==> src/design/cpd_pkg.sv <==
package cpd_pkg;
  localparam int CLK_HZ = 20_000_000;
  localparam int PWM_HZ = 4_000;
  localparam int GRAY_W = 8;
  localparam int BRIGHT_W = 5;
  localparam int FRAME_BITS = 32;
  localparam int START_LEN = 32;
  localparam int FIFO_DEPTH = 32;
  localparam int PWM_STEPS = 256;
  localparam int BRIGHT_MAX = 31;
  // longest step time rounds down, never below one cycle
  localparam int PWM_STEP_RAW = CLK_HZ / (PWM_HZ * PWM_STEPS);
  localparam int PWM_STEP_CYCLES = (PWM_STEP_RAW < 1) ? 1 : PWM_STEP_RAW;

  localparam logic [3:0] REG_CTRL = 4'h0;
  localparam logic [3:0] REG_STATUS = 4'h4;
  localparam logic [3:0] REG_COLOUR = 4'h8;
  localparam int CTRL_HOLD_BIT = 0;
  localparam int STAT_OVF_BIT = 0;
  localparam int STAT_STATE_LSB = 1;
  localparam int STAT_LEVEL_LSB = 8;
  localparam logic [31:0] RESET_COLOUR = 32'h0000_0000;

  typedef struct packed {
    logic [2:0] marker;
    logic [BRIGHT_W-1:0] bright;
    logic [GRAY_W-1:0] blue;
    logic [GRAY_W-1:0] green;
    logic [GRAY_W-1:0] red;
  } cpd_pixel_t;

  typedef struct packed {
    logic [GRAY_W-1:0] step;
    logic [BRIGHT_W-1:0] bright_slot;
  } cpd_timebase_t;

  typedef enum logic [1:0] {
    ST_HUNT = 2'b00,
    ST_CAPTURE = 2'b01,
    ST_FORWARD = 2'b10
  } cpd_state_t;
endpackage : cpd_pkg

==> src/design/cpd_fifo.sv <==
`timescale 1ns/1ps
`default_nettype none
module cpd_fifo #(
  parameter int WIDTH = 32,
  parameter int DEPTH = 32
) (
  input wire logic clk,
  input wire logic arst_n,
  input wire logic in_valid,
  output logic in_ready,
  input wire logic [WIDTH-1:0] in_data,
  output logic out_valid,
  input wire logic out_ready,
  output logic [WIDTH-1:0] out_data,
  output logic [$clog2(DEPTH):0] level
);
  localparam int AW = $clog2(DEPTH);
  logic [WIDTH-1:0] mem [DEPTH];
  logic [AW-1:0] wr_ptr;
  logic [AW-1:0] rd_ptr;
  logic push;
  logic pop;

  assign in_ready = (level != DEPTH[AW:0]);
  assign out_valid = (level != '0);
  assign push = in_valid && in_ready;
  assign pop = out_valid && out_ready;
  assign out_data = mem[rd_ptr];

  always_ff @(posedge clk) begin
    if (push) begin
      mem[wr_ptr] <= in_data;
    end
  end

  always_ff @(posedge clk or negedge arst_n) begin
    if (!arst_n) begin
      wr_ptr <= '0;
      rd_ptr <= '0;
      level <= '0;
    end else begin
      if (push) begin
        wr_ptr <= (wr_ptr == AW'(DEPTH - 1)) ? '0 : wr_ptr + 1'b1;
      end
      if (pop) begin
        rd_ptr <= (rd_ptr == AW'(DEPTH - 1)) ? '0 : rd_ptr + 1'b1;
      end
      level <= level + (AW+1)'(push) - (AW+1)'(pop);
    end
  end
endmodule : cpd_fifo
`default_nettype wire

==> src/design/cpd_pwm_channel.sv <==
`timescale 1ns/1ps
`default_nettype none
module cpd_pwm_channel #(
  parameter int GW = 8,
  parameter int BW = 5
) (
  input wire logic clk,
  input wire logic arst_n,
  input wire logic [GW-1:0] step,
  input wire logic [BW-1:0] bright_slot,
  input wire logic [GW-1:0] gray,
  input wire logic [BW-1:0] bright,
  output logic pwm
);
  // gray sets on-time within a period, brightness sets the share of periods that light
  always_ff @(posedge clk or negedge arst_n) begin
    if (!arst_n) begin
      pwm <= 1'b0;
    end else begin
      pwm <= (step < gray) && (bright_slot < bright);
    end
  end
endmodule : cpd_pwm_channel
`default_nettype wire

==> src/design/cpd_pixel_driver.sv <==
`timescale 1ns/1ps
`default_nettype none
// Functional notes
// - serial_in is sampled on each settled rising shift_clock_in edge.
// - serial_out changes right after a rising shift_clock_in edge.
// - a bit leaves on serial_out only after it was sampled in.
// - each rising edge samples one bit in and drives one bit out together.
// - shift_clock_out is the input clock shifted by half a period.
// - red, green and blue each take an 8-bit gray value.
// - gray n gives duty n/256 per channel.
// - one 5-bit brightness scales all three channels together.
// - serial input up to 30 MHz; this core tracks about clk/6.
// - PWM period runs near 4 kHz from the local clock, not the link.
// - latched colour keeps driving PWM after traffic stops.
// - brightness code k gives k/31 of full output.
module cpd_pixel_driver #(
  parameter int FIFO_DEPTH = cpd_pkg::FIFO_DEPTH
) (
  input wire logic clk,
  input wire logic arst_n,
  input wire logic serial_in,
  input wire logic shift_clock_in,
  output logic serial_out,
  output logic shift_clock_out,
  output logic pwm_red,
  output logic pwm_green,
  output logic pwm_blue,
  input wire logic [3:0] avs_address,
  input wire logic avs_read,
  input wire logic avs_write,
  input wire logic [31:0] avs_writedata,
  output logic [31:0] avs_readdata,
  output logic avs_waitrequest
);
  localparam int LW = $clog2(FIFO_DEPTH) + 1;
  localparam int PW = $clog2(cpd_pkg::PWM_STEP_CYCLES + 1);

  logic [2:0] ck_sync;
  logic [2:0] sd_sync;
  logic ck_level;
  logic sd_level;
  logic rise;
  cpd_pkg::cpd_state_t state;
  logic [5:0] zero_run;
  logic start_seen;
  logic [4:0] bit_cnt;
  logic [31:0] shreg;
  logic push_valid;
  cpd_pkg::cpd_pixel_t push_data;
  logic fifo_in_ready;
  logic fifo_out_valid;
  logic fifo_pop;
  cpd_pkg::cpd_pixel_t fifo_out_data;
  logic [LW-1:0] fifo_level;
  cpd_pkg::cpd_pixel_t colour;
  logic [PW-1:0] presc;
  logic step_tick;
  cpd_pkg::cpd_timebase_t tb;
  logic period_end;
  logic ctrl_hold;
  logic overflow;
  logic bus_req;
  logic bus_go;

  // three-stage synchronisers; a level counts once stages two and three agree
  always_ff @(posedge clk or negedge arst_n) begin
    if (!arst_n) begin
      ck_sync <= 3'h0;
      sd_sync <= 3'h0;
      ck_level <= 1'b0;
      sd_level <= 1'b0;
    end else begin
      ck_sync <= {ck_sync[1:0], shift_clock_in};
      sd_sync <= {sd_sync[1:0], serial_in};
      if (ck_sync[1] == ck_sync[2]) begin
        ck_level <= ck_sync[2];
      end
      if (sd_sync[1] == sd_sync[2]) begin
        sd_level <= sd_sync[2];
      end
    end
  end

  // data was launched on the falling edge, so it has long settled at the rise
  assign rise = (ck_sync[1] == ck_sync[2]) && ck_sync[2] && !ck_level;
  assign start_seen = !sd_level && (zero_run >= 6'(cpd_pkg::START_LEN - 1));

  always_ff @(posedge clk or negedge arst_n) begin
    if (!arst_n) begin
      zero_run <= 6'h00;
    end else if (rise) begin
      if (sd_level) begin
        zero_run <= 6'h00;
      end else if (zero_run < 6'(cpd_pkg::START_LEN)) begin
        zero_run <= zero_run + 6'h01;
      end
    end
  end

  always_ff @(posedge clk or negedge arst_n) begin
    if (!arst_n) begin
      state <= cpd_pkg::ST_HUNT;
      bit_cnt <= 5'h00;
      shreg <= 32'h0000_0000;
    end else if (rise) begin
      case (state)
        cpd_pkg::ST_HUNT: begin
          if (start_seen) begin
            state <= cpd_pkg::ST_CAPTURE;
            bit_cnt <= 5'h00;
          end
        end
        cpd_pkg::ST_CAPTURE: begin
          // leading zeros past the start frame are not yet the pixel frame
          if (bit_cnt != 5'h00 || sd_level) begin
            shreg <= {shreg[30:0], sd_level};
            bit_cnt <= bit_cnt + 5'h01;
            if (bit_cnt == 5'(cpd_pkg::FRAME_BITS - 1)) begin
              state <= cpd_pkg::ST_FORWARD;
            end
          end
        end
        cpd_pkg::ST_FORWARD: begin
          if (start_seen) begin
            state <= cpd_pkg::ST_CAPTURE;
            bit_cnt <= 5'h00;
          end
        end
        default: begin
          state <= cpd_pkg::ST_HUNT;
        end
      endcase
    end
  end

  // own frame is swallowed: downstream sees zeros, which only lengthen its start frame
  always_ff @(posedge clk or negedge arst_n) begin
    if (!arst_n) begin
      serial_out <= 1'b0;
    end else if (rise) begin
      serial_out <= (state == cpd_pkg::ST_CAPTURE) ? 1'b0 : sd_level;
    end
  end

  // inverted copy of the settled input clock, half a period away from it
  always_ff @(posedge clk or negedge arst_n) begin
    if (!arst_n) begin
      shift_clock_out <= 1'b1;
    end else begin
      shift_clock_out <= !ck_level;
    end
  end

  always_ff @(posedge clk or negedge arst_n) begin
    if (!arst_n) begin
      push_valid <= 1'b0;
      push_data <= cpd_pkg::cpd_pixel_t'(cpd_pkg::RESET_COLOUR);
    end else begin
      push_valid <= rise && (state == cpd_pkg::ST_CAPTURE)
        && (bit_cnt == 5'(cpd_pkg::FRAME_BITS - 1));
      push_data <= cpd_pkg::cpd_pixel_t'({shreg[30:0], sd_level});
    end
  end

  cpd_fifo #(
    .WIDTH($bits(cpd_pkg::cpd_pixel_t)),
    .DEPTH(FIFO_DEPTH)
  ) u_fifo (
    .clk(clk),
    .arst_n(arst_n),
    .in_valid(push_valid),
    .in_ready(fifo_in_ready),
    .in_data(push_data),
    .out_valid(fifo_out_valid),
    .out_ready(fifo_pop),
    .out_data(fifo_out_data),
    .level(fifo_level)
  );

  // new colour only at a period boundary, so no period shows a torn value
  assign fifo_pop = fifo_out_valid && period_end && !ctrl_hold;

  always_ff @(posedge clk or negedge arst_n) begin
    if (!arst_n) begin
      colour <= cpd_pkg::cpd_pixel_t'(cpd_pkg::RESET_COLOUR);
    end else if (fifo_pop) begin
      colour <= fifo_out_data;
    end
  end

  // local timebase, free of the link clock
  assign step_tick = (presc == PW'(cpd_pkg::PWM_STEP_CYCLES - 1));
  assign period_end = step_tick && (tb.step == '1);

  always_ff @(posedge clk or negedge arst_n) begin
    if (!arst_n) begin
      presc <= '0;
      tb <= '0;
    end else begin
      presc <= step_tick ? '0 : presc + 1'b1;
      if (step_tick) begin
        tb.step <= tb.step + 8'h01;
      end
      if (period_end) begin
        tb.bright_slot <= (tb.bright_slot == 5'(cpd_pkg::BRIGHT_MAX - 1)) ? 5'h00
          : tb.bright_slot + 5'h01;
      end
    end
  end

  cpd_pwm_channel #(.GW(cpd_pkg::GRAY_W), .BW(cpd_pkg::BRIGHT_W)) u_red (
    .clk(clk), .arst_n(arst_n), .step(tb.step), .bright_slot(tb.bright_slot),
    .gray(colour.red), .bright(colour.bright), .pwm(pwm_red)
  );
  cpd_pwm_channel #(.GW(cpd_pkg::GRAY_W), .BW(cpd_pkg::BRIGHT_W)) u_green (
    .clk(clk), .arst_n(arst_n), .step(tb.step), .bright_slot(tb.bright_slot),
    .gray(colour.green), .bright(colour.bright), .pwm(pwm_green)
  );
  cpd_pwm_channel #(.GW(cpd_pkg::GRAY_W), .BW(cpd_pkg::BRIGHT_W)) u_blue (
    .clk(clk), .arst_n(arst_n), .step(tb.step), .bright_slot(tb.bright_slot),
    .gray(colour.blue), .bright(colour.bright), .pwm(pwm_blue)
  );

  // avalon slave: one wait cycle, then the access completes
  assign bus_req = avs_read || avs_write;
  assign bus_go = bus_req && !avs_waitrequest;

  always_ff @(posedge clk or negedge arst_n) begin
    if (!arst_n) begin
      avs_waitrequest <= 1'b1;
      avs_readdata <= 32'h0000_0000;
    end else begin
      avs_waitrequest <= !(bus_req && avs_waitrequest);
      if (bus_req && avs_waitrequest) begin
        case (avs_address)
          cpd_pkg::REG_CTRL: avs_readdata <= {31'h0, ctrl_hold};
          cpd_pkg::REG_STATUS: avs_readdata <= {16'h0, 8'(fifo_level), 5'h0, state, overflow};
          cpd_pkg::REG_COLOUR: avs_readdata <= colour;
          default: avs_readdata <= 32'h0000_0000;
        endcase
      end
    end
  end

  always_ff @(posedge clk or negedge arst_n) begin
    if (!arst_n) begin
      ctrl_hold <= 1'b0;
    end else if (bus_go && avs_write && avs_address == cpd_pkg::REG_CTRL) begin
      ctrl_hold <= avs_writedata[cpd_pkg::CTRL_HOLD_BIT];
    end
  end

  // a frame lost to a full buffer sets this; a new loss wins over the clear
  always_ff @(posedge clk or negedge arst_n) begin
    if (!arst_n) begin
      overflow <= 1'b0;
    end else if (push_valid && !fifo_in_ready) begin
      overflow <= 1'b1;
    end else if (bus_go && avs_write && avs_address == cpd_pkg::REG_STATUS
                 && avs_writedata[cpd_pkg::STAT_OVF_BIT]) begin
      overflow <= 1'b0;
    end
  end
endmodule : cpd_pixel_driver
`default_nettype wire

==> config.mk <==
export PLATFORM = sky130hd
export DESIGN_NAME = cpd_pixel_driver
export DESIGN_NICKNAME = d
export VERILOG_FILES = /design/src/design/cpd_pkg.sv /design/src/design/cpd_fifo.sv /design/src/design/cpd_pwm_channel.sv /design/src/design/cpd_pixel_driver.sv
export SDC_FILE = /design/constraint.sdc
export NUM_CORES = 1
export LEC_CHECK = 0
export BUFFER_PORTS_ARGS = -buffer_cell sky130_fd_sc_hd__buf_4
export CORE_MARGIN = 1
export CORE_UTILIZATION = 56
export CTS_BUF_LIST = sky130_fd_sc_hd__clkbuf_4 sky130_fd_sc_hd__clkbuf_8 sky130_fd_sc_hd__clkbuf_16
export CTS_CLUSTER_SIZE = 28
export DETAILED_ROUTE_END_ITERATION = 8
export PLACE_DENSITY = 0.75
export SLEW_MARGIN = 20
export SYNTH_ARGS = -nofsm -noshare
export SYNTH_HDL_FRONTEND = slang
export SYNTH_SLANG_ARGS = --single-unit
==> constraint.sdc <==
create_clock -name clk -period 4.27 [get_ports clk]
set_input_delay 0.854 -clock clk [delete_from_list [all_inputs] [get_ports clk]]
set_output_delay 0.854 -clock clk [all_outputs]
set_load 0.01 [all_outputs]
# --- Word-level counts from Yosys, hierarchy flattened ---
# Memory sizes are Yosys's and may differ from the RTL's. A register that Yosys moved wholly into a read port is not among the register bits.
# Index checks and enable logic that the tools add are counted.
classes:
  n_reduce_logical: 41
  bitwise_logic: 0
  shifts: 0
  eq_ne: 16
  n_div: 0
  muxes: 19
  addsub: 9
  n_mul: 0
  n_lt_le_gt_ge: 6
op_table:
  columns: ["op", "n"]
  rows:
  - ["case mux 32 bit (3 select lines)", 1]
  - ["two-way mux 5 bit", 6]
  - ["adder 5 x 1 -> 5 bit (second input constant)", 5]
  - ["== test 5 bit (second input constant)", 5]
  - ["< comparator 8 bit", 3]
  - ["logical AND 1 bit", 20]
  - ["two-way mux 6 bit", 2]
  - ["case mux 5 bit (2 select lines)", 1]
  - ["adder 8 x 1 -> 8 bit (second input constant)", 1]
  - ["== test 8 bit (second input constant)", 1]
  - ["AND reduction 4 bit", 2]
  - ["logical NOT 1 bit", 7]
  - ["adder 6 x 1 -> 6 bit", 1]
  - ["adder 6 x 1 -> 6 bit (second input constant)", 1]
  - ["greater-or-equal comparator 6 x 5 -> 1 bit (second input constant)", 1]
  - ["< comparator 6 bit (second input constant)", 1]
  - ["two-way mux 2 bit", 3]
  - ["inequality test 6 bit (second input constant)", 1]
  - ["nonzero test 2 bit", 3]
  - ["nonzero test 6 bit", 1]
  - ["subtractor 6 x 1 -> 6 bit", 1]
  - ["< comparator 5 bit", 1]
  - ["two-way mux 1 bit", 5]
  - ["nonzero test 5 bit", 1]
  - ["14 further kinds", 17]
word_totals:
  mem_count: 1
  latch_bits: 0
  ramBits: 1024
  romBits: 0
  output_inout_bits: 38
  regBits: 159
  in_bits: 42
  elab_cells: 121
memory_table:
  columns: ["name", "words", "word_bits", "rd", "rd_clocked_by_memory_dff", "wr", "line", "source"]
  rows:
  - ["u_fifo.mem", 32, 32, 1, 1, 1, "cpd_fifo.sv:18", "logic [WIDTH-1:0] mem [DEPTH];"]

# --- Longest topological paths before layout ---
# Gate-level depths: netlist (run 1).
logic_depth:
  ltp_word: 7
  ltp_mapped: 17
  depth_no_buf: 14

# --- Modules after synthesis ---
# Synthesis (run 1) repeated with hierarchy kept, for this count alone.
hier_totals:
  hier_cells: 2842
  area_unflattened_um2: 47737.0
by_module_without_submodules:
  columns: ["module", "area_per_inst_um2", "instances", "cells_each", "seq_area_each_um2"]
  rows:
  - ["cpd_fifo", 40307.4, 1, 2167, 31149.9]
  - ["cpd_pixel_driver", 6513.7, 1, 564, 4306.6]
  - ["cpd_pwm_channel", 305.3, 3, 37, 25.0]

# --- Worst setup path before layout (run 1) ---
# No wires, ideal clock.
synth_path:
  path_kind: "register to register"
  from: "register u_fifo.level[2]"
  to: "memory u_fifo.mem[23][0] (enable)"
  required_ns: 3.802
  setup_ns: 0.468
  arrival_ns: 3.527
  path_stages_with_launch: 8
  setup_slack_ns: 0.275
  period_less_slack_ns: 3.995
  n_path_buf: 0
  path_cell_list: "dfrtp_1 -> inv_1 -> ha_1 -> nand3_1 -> nand2_1 -> clkinv_1 -> nand3_1 -> nor3b_1"
synth_via:
  elab_chain_len: 4
synth_lines:
  columns: ["item", "line", "source"]
  rows:
  - ["from (decl)", "cpd_fifo.sv:15", "output logic [$clog2(DEPTH):0] level"]
  - ["from (signal assigned)", "cpd_fifo.sv:48", "level <= level + (AW+1)'(push) - (AW+1)'(pop);"]
  - ["inequality test 6 bit", "cpd_fifo.sv:24", "assign in_ready = (level != DEPTH[AW:0]);"]
  - ["logical AND 1 bit", "cpd_fifo.sv:26", "assign push = in_valid && in_ready;"]
  - ["named net u_fifo.push", "cpd_fifo.sv:21", "logic push;"]
  - ["two-way mux 1 bit", "cpd_fifo.sv:31", "if (push) begin"]
  - ["two-way mux 1 bit (implied by the code)", "cpd_fifo.sv:32", "mem[wr_ptr] <= in_data;"]
  - ["to (decl)", "cpd_fifo.sv:18", null]
# The timed path passes the listed nets, and every way through them passes these cells.

# --- Worst setup path after layout (run 1) ---
layout_path:
  from: "register presc[0]"
  to: "register colour[6] (netlist name)"
layout_via:
  elab_chain_len: 4
layout_lines:
  columns: ["item", "line", "source"]
  rows:
  - ["from (decl)", "cpd_pixel_driver.sv:56", "logic [PW-1:0] presc;"]
  - ["from (signal assigned)", "cpd_pixel_driver.sv:200", "presc <= step_tick ? '0 : presc + 1'b1;"]
  - ["== test 5 bit", "cpd_pixel_driver.sv:192", "assign step_tick = (presc == PW'(cpd_pkg::PWM_STEP_CYCLES - 1));"]
  - ["logical AND 1 bit", "cpd_pixel_driver.sv:193", "assign period_end = step_tick && (tb.step == '1);"]
  - ["logical AND 1 bit (2 in series)", "cpd_pixel_driver.sv:181", "assign fifo_pop = fifo_out_valid && period_end && !ctrl_hold;"]
# Every way passes these cells.
# A chain may end at the register's enable or synchronous reset.

==> summary.md, run 1 <==
| Metric | Value |
|---|---|
| Placed instance count | `3743` |
| Post-route clock skew | `29.56 ps` |
| Crit-path slowest cell | `a311o_1` |
| Num rows | `107` |
| Input/output buffers | `48` |
| Synth area leader | `edfxtp_1` |
| Io pins | `80` |
| Sequential area share after synthesis | `73.85%` |
| Largest net degree at the start of global routing | `93` |
| R2r worst-path depth | `11` |
| Vias in the first global route | `25.92k` |
| Total number of vias | `25.18k` |
| Grt total ovfl | `0` |
| First-pass GRT wire length | `165800 um` |
| Final Hold Vio Count | `0` |
| Synth top area share | `63.91%` |
| Class of the worst hold path | `in -> async` |
| Overall power | `23.42 mW` |
| Flops & latches, synth | `1215` |
| CTS buffer count | `113` |
| Vert. Die Dim | `295.1 um` |
| Reg-to-Reg Start | `presc[0]$_DFF_PN0_` |
| Mapped cell area | `48110 um2` |
| Initial core utilization | `56.51%` |
| # DRC | `0` |
| Most common cell after layout, fill and taps aside | `edfxtp_1` |
| Post-CTS sizing | `0` |
| Area contributors post-synth | `edfxtp_1 64%, mux4_2 12%, dfrtp_1 9.8%` |
| Post-DR vias/cell | `6.366` |
| Die footprint | `87090 um2` |
| CP Class | `reg -> reg` |
| Post-synthesis mux area share | `14.76%` |
| Cts hold-fix bufs | `0` |
| Pwr/cell area | `431.5 nW/um2` |
| Nets@finish | `2808` |
| Setup slack, reg-to-reg | `570 ps` |
| Crit path required time | `4820 ps` |
| Kind of end point of the critical path | `register` |
| Sw Share | `19.32%` |
| Synthesized instance count | `2614` |
| F_max | `0.2705 GHz` |
| Post-Synth Simple-Gate Area | `4.049%` |
| Initial antenna violation count | `0` |
| Antenna viol nets, final | `0` |
| Post-route design area | `54290 um2` |
| Share of layout cells above drive strength 1 | `22.55%` |
| Clk_lat worst skew | `690 ps` |
| Compound-Gate Fraction of Synth Area | `3.994%` |
| Mapped Nets | `2708` |
| Reg power frac | `54.6%` |
| Area grow syn2layout | `12.83%` |
| Initial DRC count | `2651` |
| CTS Buffer Depth | `3` |
| Detailed Routing Iterations Pass 1 | `6` |
| Max Cap Violations | `0` |
| FILL cells | `5691` |
| Final hold slack | `201.8 ps` |
| Tcrit/Tclk final | `86.57%` |
| Avg Cell Area, Syn | `18.41 um2` |
| Core Area | `85150 um2` |
| GRT Total Usage | `26.20%` |
| CP startpoint kind | `register` |
| CTS tree | `done` |
| Synth Area in XOR/XNOR | `0.2913%` |
| RR Endpoint | `colour[6]$_DFFE_PN0N_` |
| Post-Route WL | `112400 um` |
| Num Clock Sinks | `1215` |
| Top FF cell, synth | `edfxtp_1` |
| Critical Path Max Stage Delay | `490 ps` |
| Combinational power share | `0.6%` |
| Least-Margin Pin Slew | `1176 ps` |
| Largest family of logic cells by synthesized area | `multiplexers` |
| Worst-path maximum fanout | `29` |
| Routed WL per cell | `28.41 um` |
| Commonest cells after routing, fill and taps aside | `1024 x edfxtp_1, 254 x mux4_2, 225 x nand2_1` |
| RD Place Congestion | `0.8540` |
| Finished Layout Cells | `3955` |
| Cell chain of the critical path | `inv_1, ha_1, and4bb_1, nand4_4, a311o_1, inv_2, buf_4, nand2b_1, buf_12, o22ai_1, nor2_1` |
| P_leak | `15.33 nW` |
| Adder-Cell Fraction of Synth Area | `1.389%` |
| Final setup violation count | `0` |
| RSZ-0062 raised after global routing | `false` |
| Clock transition at path regs | `60 ps` |
| Internal Power | `18.90 mW` |
| Final Critical Period | `3697 ps` |
| Sw Pwr | `4.525 mW` |
| Number of synthesized flops with an enable pin | `1024` |
| Post-Route Setup TNS | `0 ps` |
| CTS root buf | `clkbuf_16` |
| Slew Viols, Final | `0` |
| Yosys cell types | `59` |
| Post-synth ARST share | `15.72%` |
| Diode count | `0` |
| Maximum vdd drop | `0.3883 mV` |
| Crit path DAT | `4250 ps` |
| Slew Limit Headroom | `21.61%` |
| Yosys warns | `0` |
| DP Area | `50360 um2` |
| Chip Width | `295.1 um` |
| Post-CTS Setup Bufs | `0` |
| H-tree levels | `3` |
| Dpl hpwl | `63000 um` |
| Outcome | `completed` |
| Clock power share | `44.9%` |
==> worst max-delay path by stage <==
stage	end	slack, ps	cells past startpoint	start
after floorplan	u_fifo.mem[23][0]$_DFFE_PP_	280	7	u_fifo.level[2]$_DFF_PN0_
after global placement	u_fifo.level[5]$_DFF_PN0_	930	14	presc[0]$_DFF_PN0_
after detailed placement	colour[25]$_DFFE_PN0N_	710	11	presc[0]$_DFF_PN0_
after CTS	colour[6]$_DFFE_PN0N_	650	11	presc[0]$_DFF_PN0_
after global routing	colour[6]$_DFFE_PN0N_	420	11	presc[0]$_DFF_PN0_
final	colour[6]$_DFFE_PN0N_	570	11	presc[0]$_DFF_PN0_
==> flip-flops by register name, summed over array words and instances (netlist names), 2 cells and up <==
name	flops
u_fifo.wr_ptr	5
shreg	31
u_fifo.rd_ptr	5
tb	13
push_data	32
avs_readdata	32
colour	32
zero_run	6
u_fifo.mem	1024
state	2
u_fifo.level	6
sd_sync	3
ck_sync	3
bit_cnt	5
presc	5
==> critical path, delay by kind of cell, from the launching register on <==
family | cells | cell delay, ps
AOI/OAI and AO/OA | 2 | 670
adders and majority gates | 1 | 180
buffers and inverters | 4 | 1080
DFF | 1 | 420
and+or+nand+nor | 4 | 1170
==> routing by layer <==
metal | vias to the layer above | part of all wire, % | GRT usage (%)
li1 | 10588 | - | -
met1 | 13126 | 38 | 34.32
met2 | 1208 | 50 | 44.09
met3 | 256 | 7.4 | 4.052
met4 | 0 | 4.3 | 11.02
met5 | - | 0 | 0
==> power by group through the flow <==
stage	Sequential, mW	Clock [mW]	Combinational (mW)
finish	12.8	10.5	0.136
global route	12.8	11.0	0.156
CTS	12.8	10.6	0.140
detailed placement	13.0	0	0.140
global placement	13.0	0	0.131
floorplan	13.0	0	0.0614
==> through the flow <==
| step | utilization (%) | worst slack (ps) |
|---|---|---|
| final | 63.76 | 573.3 |
| after global routing | 63.76 | 424.6 |
| after CTS | 63.76 | 654.0 |
| after detailed placement | 59.14 | 714.8 |
| after global placement | 59.14 | 928.1 |
| after floorplan | - | 275.1 |
==> cell usage after synthesis (3+ instances only) <==
cell / instances
mux2i_1: 128
and3_1: 5
a211oi_1: 35
ha_1: 51
mux4_2: 254
buf_2: 61
o221ai_1: 31
clkbuf_1: 69
or3_1: 4
o211ai_1: 3
inv_1: 41
a22oi_1: 10
nor2_1: 121
buf_1: 7
and2_1: 5
edfxtp_1: 1024
dfrtp_1: 189
mux2_2: 9
a21oi_1: 80
nand2_1: 225
xnor2_1: 9
a2111oi_0: 4
a21o_1: 4
o21ai_0: 57
o31ai_1: 6
nand2b_1: 11
nor2b_1: 37
nand3_1: 12
nor3_1: 10
xor2_1: 7
o22ai_1: 63
buf_4: 6
==> cell type report <==
class,instances,area (um2),share of cell area [%]
clock buffer,142,3132,5.769
clock inverter,70,794.5,1.464
inverter,44,165.2,0.3042
multi-input combinational,1212,12020,22.15
sequential,1215,35550,65.48
tap,1144,1431,2.637
timing repair buffer,128,1192,2.196
==> cell families (layout without fill, tap and decap cells) <==
kind of cell,after synthesis,in the layout
and+or+nand+nor,447,447
muxes,391,391
xor gates and xnor gates,16,16
DFF,1215,1215
AOI/OAI and AO/OA,305,305
buffers and inverters,187,384
adders and majority gates,53,53
No activity file was read; power rests on OpenSTA's default activity.
==> run 2: changes to the inputs <==
REMOVE_ABC_BUFFERS = 1   (was unset)
SYNTH_HIERARCHICAL = 1   (was unset)
TNS_END_PERCENT = 100   (was unset)
==> run 2 against run 1 <==
Clock power barely moved. Die area fell by 0.78%. Clock skew rose by 14 ps. Via count rose by 5.2%. Critical path depth rose by 5. First-iteration DRC count rose by 13%. Routed wire length rose by 3.6%. Clock-buffer cell count rose by 19. Critical path type unchanged. Largest cell class unchanged.
==> summary.md, run 2 <==
| Metric | Value |
|---|---|
| Worst-path maximum fanout | `12 (-59%)` |
| P_leak | `15.93 nW (+3.9%)` |
| Maximum vdd drop | `0.3324 mV (-14%)` |
| CP Class | `reg -> reg` |
| Slew Viols, Final | `0 (unchanged)` |
| Vias in the first global route | `26.38k (+1.8%)` |
| Area grow syn2layout | `13.69%` |
| Reg power frac | `54.0% (-0.6 points)` |
| Sw Share | `18.90% (-0.42 points)` |
| # DRC | `0 (unchanged)` |
| Flops & latches, synth | `1215 (unchanged)` |
| Mapped cell area | `47740 um2 (-0.78%)` |
| Final Critical Period | `3415 ps (-282.0 ps)` |
| Number of synthesized flops with an enable pin | `1024 (unchanged)` |
| Total number of vias | `26.50k (+5.2%)` |
| Post-synth ARST share | `15.72% (unchanged)` |
| Detailed Routing Iterations Pass 1 | `5 (-1)` |
| Commonest cells after routing, fill and taps aside | `1024 x edfxtp_1, 512 x mux2i_1, 266 x a22oi_1` |
| Tcrit/Tclk final | `79.97% (-6.6 points)` |
| Initial core utilization | `56.86% (+0.35 points)` |
| First-pass GRT wire length | `169000 um (+1.9%)` |
| Core Area | `83950 um2 (-1.4%)` |
| Yosys cell types | `67 (+14%)` |
| Sw Pwr | `4.476 mW (-1.1%)` |
| Sequential area share after synthesis | `74.43% (+0.58 points)` |
| Synth top area share | `64.41% (+0.50 points)` |
| Vert. Die Dim | `294.0 um (-0.39%)` |
| Nets@finish | `3044 (+8.4%)` |
| Final Hold Vio Count | `0 (unchanged)` |
| Antenna viol nets, final | `0 (unchanged)` |
| Finished Layout Cells | `4180 (+5.7%)` |
| Routed WL per cell | `27.85 um (-2.0%)` |
| Initial DRC count | `2993 (+13%)` |
| Die footprint | `86420 um2 (-0.78%)` |
| Largest register FFs | `1024 (unchanged)` |
| Combinational power share | `0.6% (about the same)` |
| RD Place Congestion | `0.8439 (-1.2%)` |
| CTS tree | `done` |
| Pwr/cell area | `436.4 nW/um2 (+1.1%)` |
| Top FF cell, synth | `edfxtp_1` |
| Biggest register | `u_fifo/mem` |
| Num Clock Sinks | `1215 (unchanged)` |
| Register area | `35540 um2 (about the same)` |
| Slew Limit Headroom | `25.04% (+3.4 points)` |
| Crit path DAT | `4020 ps (-230 ps)` |
| RSZ-0062 raised after global routing | `false` |
| CTS root buf | `clkbuf_16` |
| Share of layout cells above drive strength 1 | `13.73% (-8.8 points)` |
| Grt total ovfl | `0 (unchanged)` |
| Post-Route Setup TNS | `0 ps (unchanged)` |
| R2r worst-path depth | `16 (+5)` |
| Kind of end point of the critical path | `register` |
| Synth cell count leaders | `1024 x edfxtp_1, 512 x mux2i_1, 266 x a22oi_1, 189 x dfrtp_1, 171 x nand2_1` |
| Post-route design area | `54270 um2 (about the same)` |
| Post-route clock skew | `43.50 ps (+13.94 ps)` |
| Largest net degree at the start of global routing | `89 (-4.3%)` |
| Clock transition at path regs | `60 ps (about the same)` |
| Crit path required time | `4880 ps (+60 ps)` |
| Overall power | `23.69 mW (+1.1%)` |
| Clk_lat worst skew | `700 ps (about the same)` |
| Yosys warns | `6 (+6)` |
| Most common cell after layout, fill and taps aside | `edfxtp_1` |
| Num rows | `106 (-0.93%)` |
| DP Area | `50150 um2 (-0.42%)` |
| Top-count cell post-synth | `edfxtp_1` |
| Final setup violation count | `0 (unchanged)` |
| Area contributors post-synth | `edfxtp_1 64%, mux2i_1 11%, dfrtp_1 9.9%` |
| Synth area leader | `edfxtp_1` |
| Cts hold-fix bufs | `0 (unchanged)` |
| Clock power share | `45.4% (+0.5 points)` |
| Io pins | `80 (unchanged)` |
| F_max | `0.2929 GHz (+8.3%)` |
| Max Cap Violations | `0 (unchanged)` |
| Multi-input logic area | `11590 um2 (-3.6%)` |
| Least-Margin Pin Slew | `1124 ps (-51.56 ps)` |
| CTS Buffer Depth | `3 (unchanged)` |
| Avg Cell Area, Syn | `16.80 um2 (-8.7%)` |
| Post-DR vias/cell | `6.339 (-0.43%)` |
| Initial antenna violation count | `1 (+1)` |
| FILL cells | `5512 (-3.1%)` |
| Placed instance count | `3958 (+5.7%)` |
| GRT Total Usage | `26.98% (+0.78 points)` |
| CTS buffer count | `116 (+2.7%)` |
| Post-CTS Setup Bufs | `0 (unchanged)` |
| CP startpoint kind | `register` |
| Synthesized instance count | `2842 (+8.7%)` |
| Dpl hpwl | `67560 um (+7.3%)` |
| Post-Route WL | `116400 um (+3.6%)` |
| Class of the worst hold path | `in -> async` |
| Chip Width | `294.0 um (-0.39%)` |
| Outcome | `completed` |
| Internal Power | `19.21 mW (+1.6%)` |
| Input/output buffers | `48 (unchanged)` |
| H-tree levels | `3 (unchanged)` |
| Post-CTS sizing | `0 (unchanged)` |
[run 2: final timing paths]
kind	startpoint	slack (ps)	endpoint
setup / recovery	presc[0]$_DFF_PN0_	860	u_fifo/level[5]$_DFF_PN0_
setup reg to reg	presc[0]$_DFF_PN0_	860	u_fifo/level[5]$_DFF_PN0_
hold / removal	arst_n	160	bit_cnt[2]$_DFFE_PN0P_
hold reg to reg	ck_sync[0]$_DFF_PN0_	350	ck_sync[1]$_DFF_PN0_
max in group asynchronous	arst_n	3110	push_data[18]$_DFF_PN0_
min in group clk	shift_clock_in	280	ck_sync[0]$_DFF_PN0_
[run 2: per-stage QoR]
step / util, % / hold WS (ps) / setup WS, ps
2_1_floorplan: - / 331.2 / -13920
3_3_place_gp: 59.73 / 333.5 / 966.0
3_5_place_dp: 59.73 / 340.1 / 919.0
4_1_cts: 64.63 / 209.8 / 855.4
5_1_grt: 64.64 / 223.0 / 616.5
6_report: 64.65 / 156.5 / 855.4
[run 2: area by class of cell]
class / instances / share of cell area, %
sequential: 1215 / 65.49
clock buffer: 161 / 6.271
multi-input combinational: 1417 / 21.35
inverter: 56 / 0.3873
tap: 1134 / 2.614
antenna: 2 / 0.009221
timing repair buffer: 136 / 2.564
clock inverter: 59 / 1.312
[run 2: critical path: stages, from the launching register on]
cell,delay [ps]
dfrtp_1,420
inv_1,80
ha_1,160
and4bb_1,200
buf_4,170
nand4_1,100
buf_4,200
nor3_1,240
nand2_1,270
inv_1,120
ha_1,150
inv_1,70
ha_1,280
a21o_1,180
a311o_1,350
a21oi_1,190
xor2_1,180
[run 2: power groups by stage]
stage          Combinational (mW)  Clock [mW]  Sequential, mW
2_1_floorplan              0.0567           0            13.0
3_3_place_gp                0.137           0            13.0
3_5_place_dp                0.147           0            13.0
4_1_cts                     0.147        10.9            12.8
5_1_grt                     0.163        11.3            12.8
6_report                    0.144        10.8            12.8
[run 2: logic make-up (layout without fill, tap and decap cells)]
group                      count (synthesis)  count (layout)  synth area share [%]
AOI/OAI and AO/OA                        385             385                 5.751
and+or+nand+nor                          407             407                 4.262
muxes                                    549             549                 11.61
buffers and inverters                    210             412                 2.063
xor gates and xnor gates                  15              15                0.2752
other                                      0               2                     0
adders and majority gates                 61              61                 1.609
DFF                                     1215            1215                 74.43
[run 2: routing by layer]
metal  global-route usage [%]  share of wire [%]  routed length [um]
met1                    36.86                 40               45990
met2                    43.41                 48               55680
met3                    4.426                8.3                9682
met4                    11.08                4.3                5059
met5                        0                  0                   0
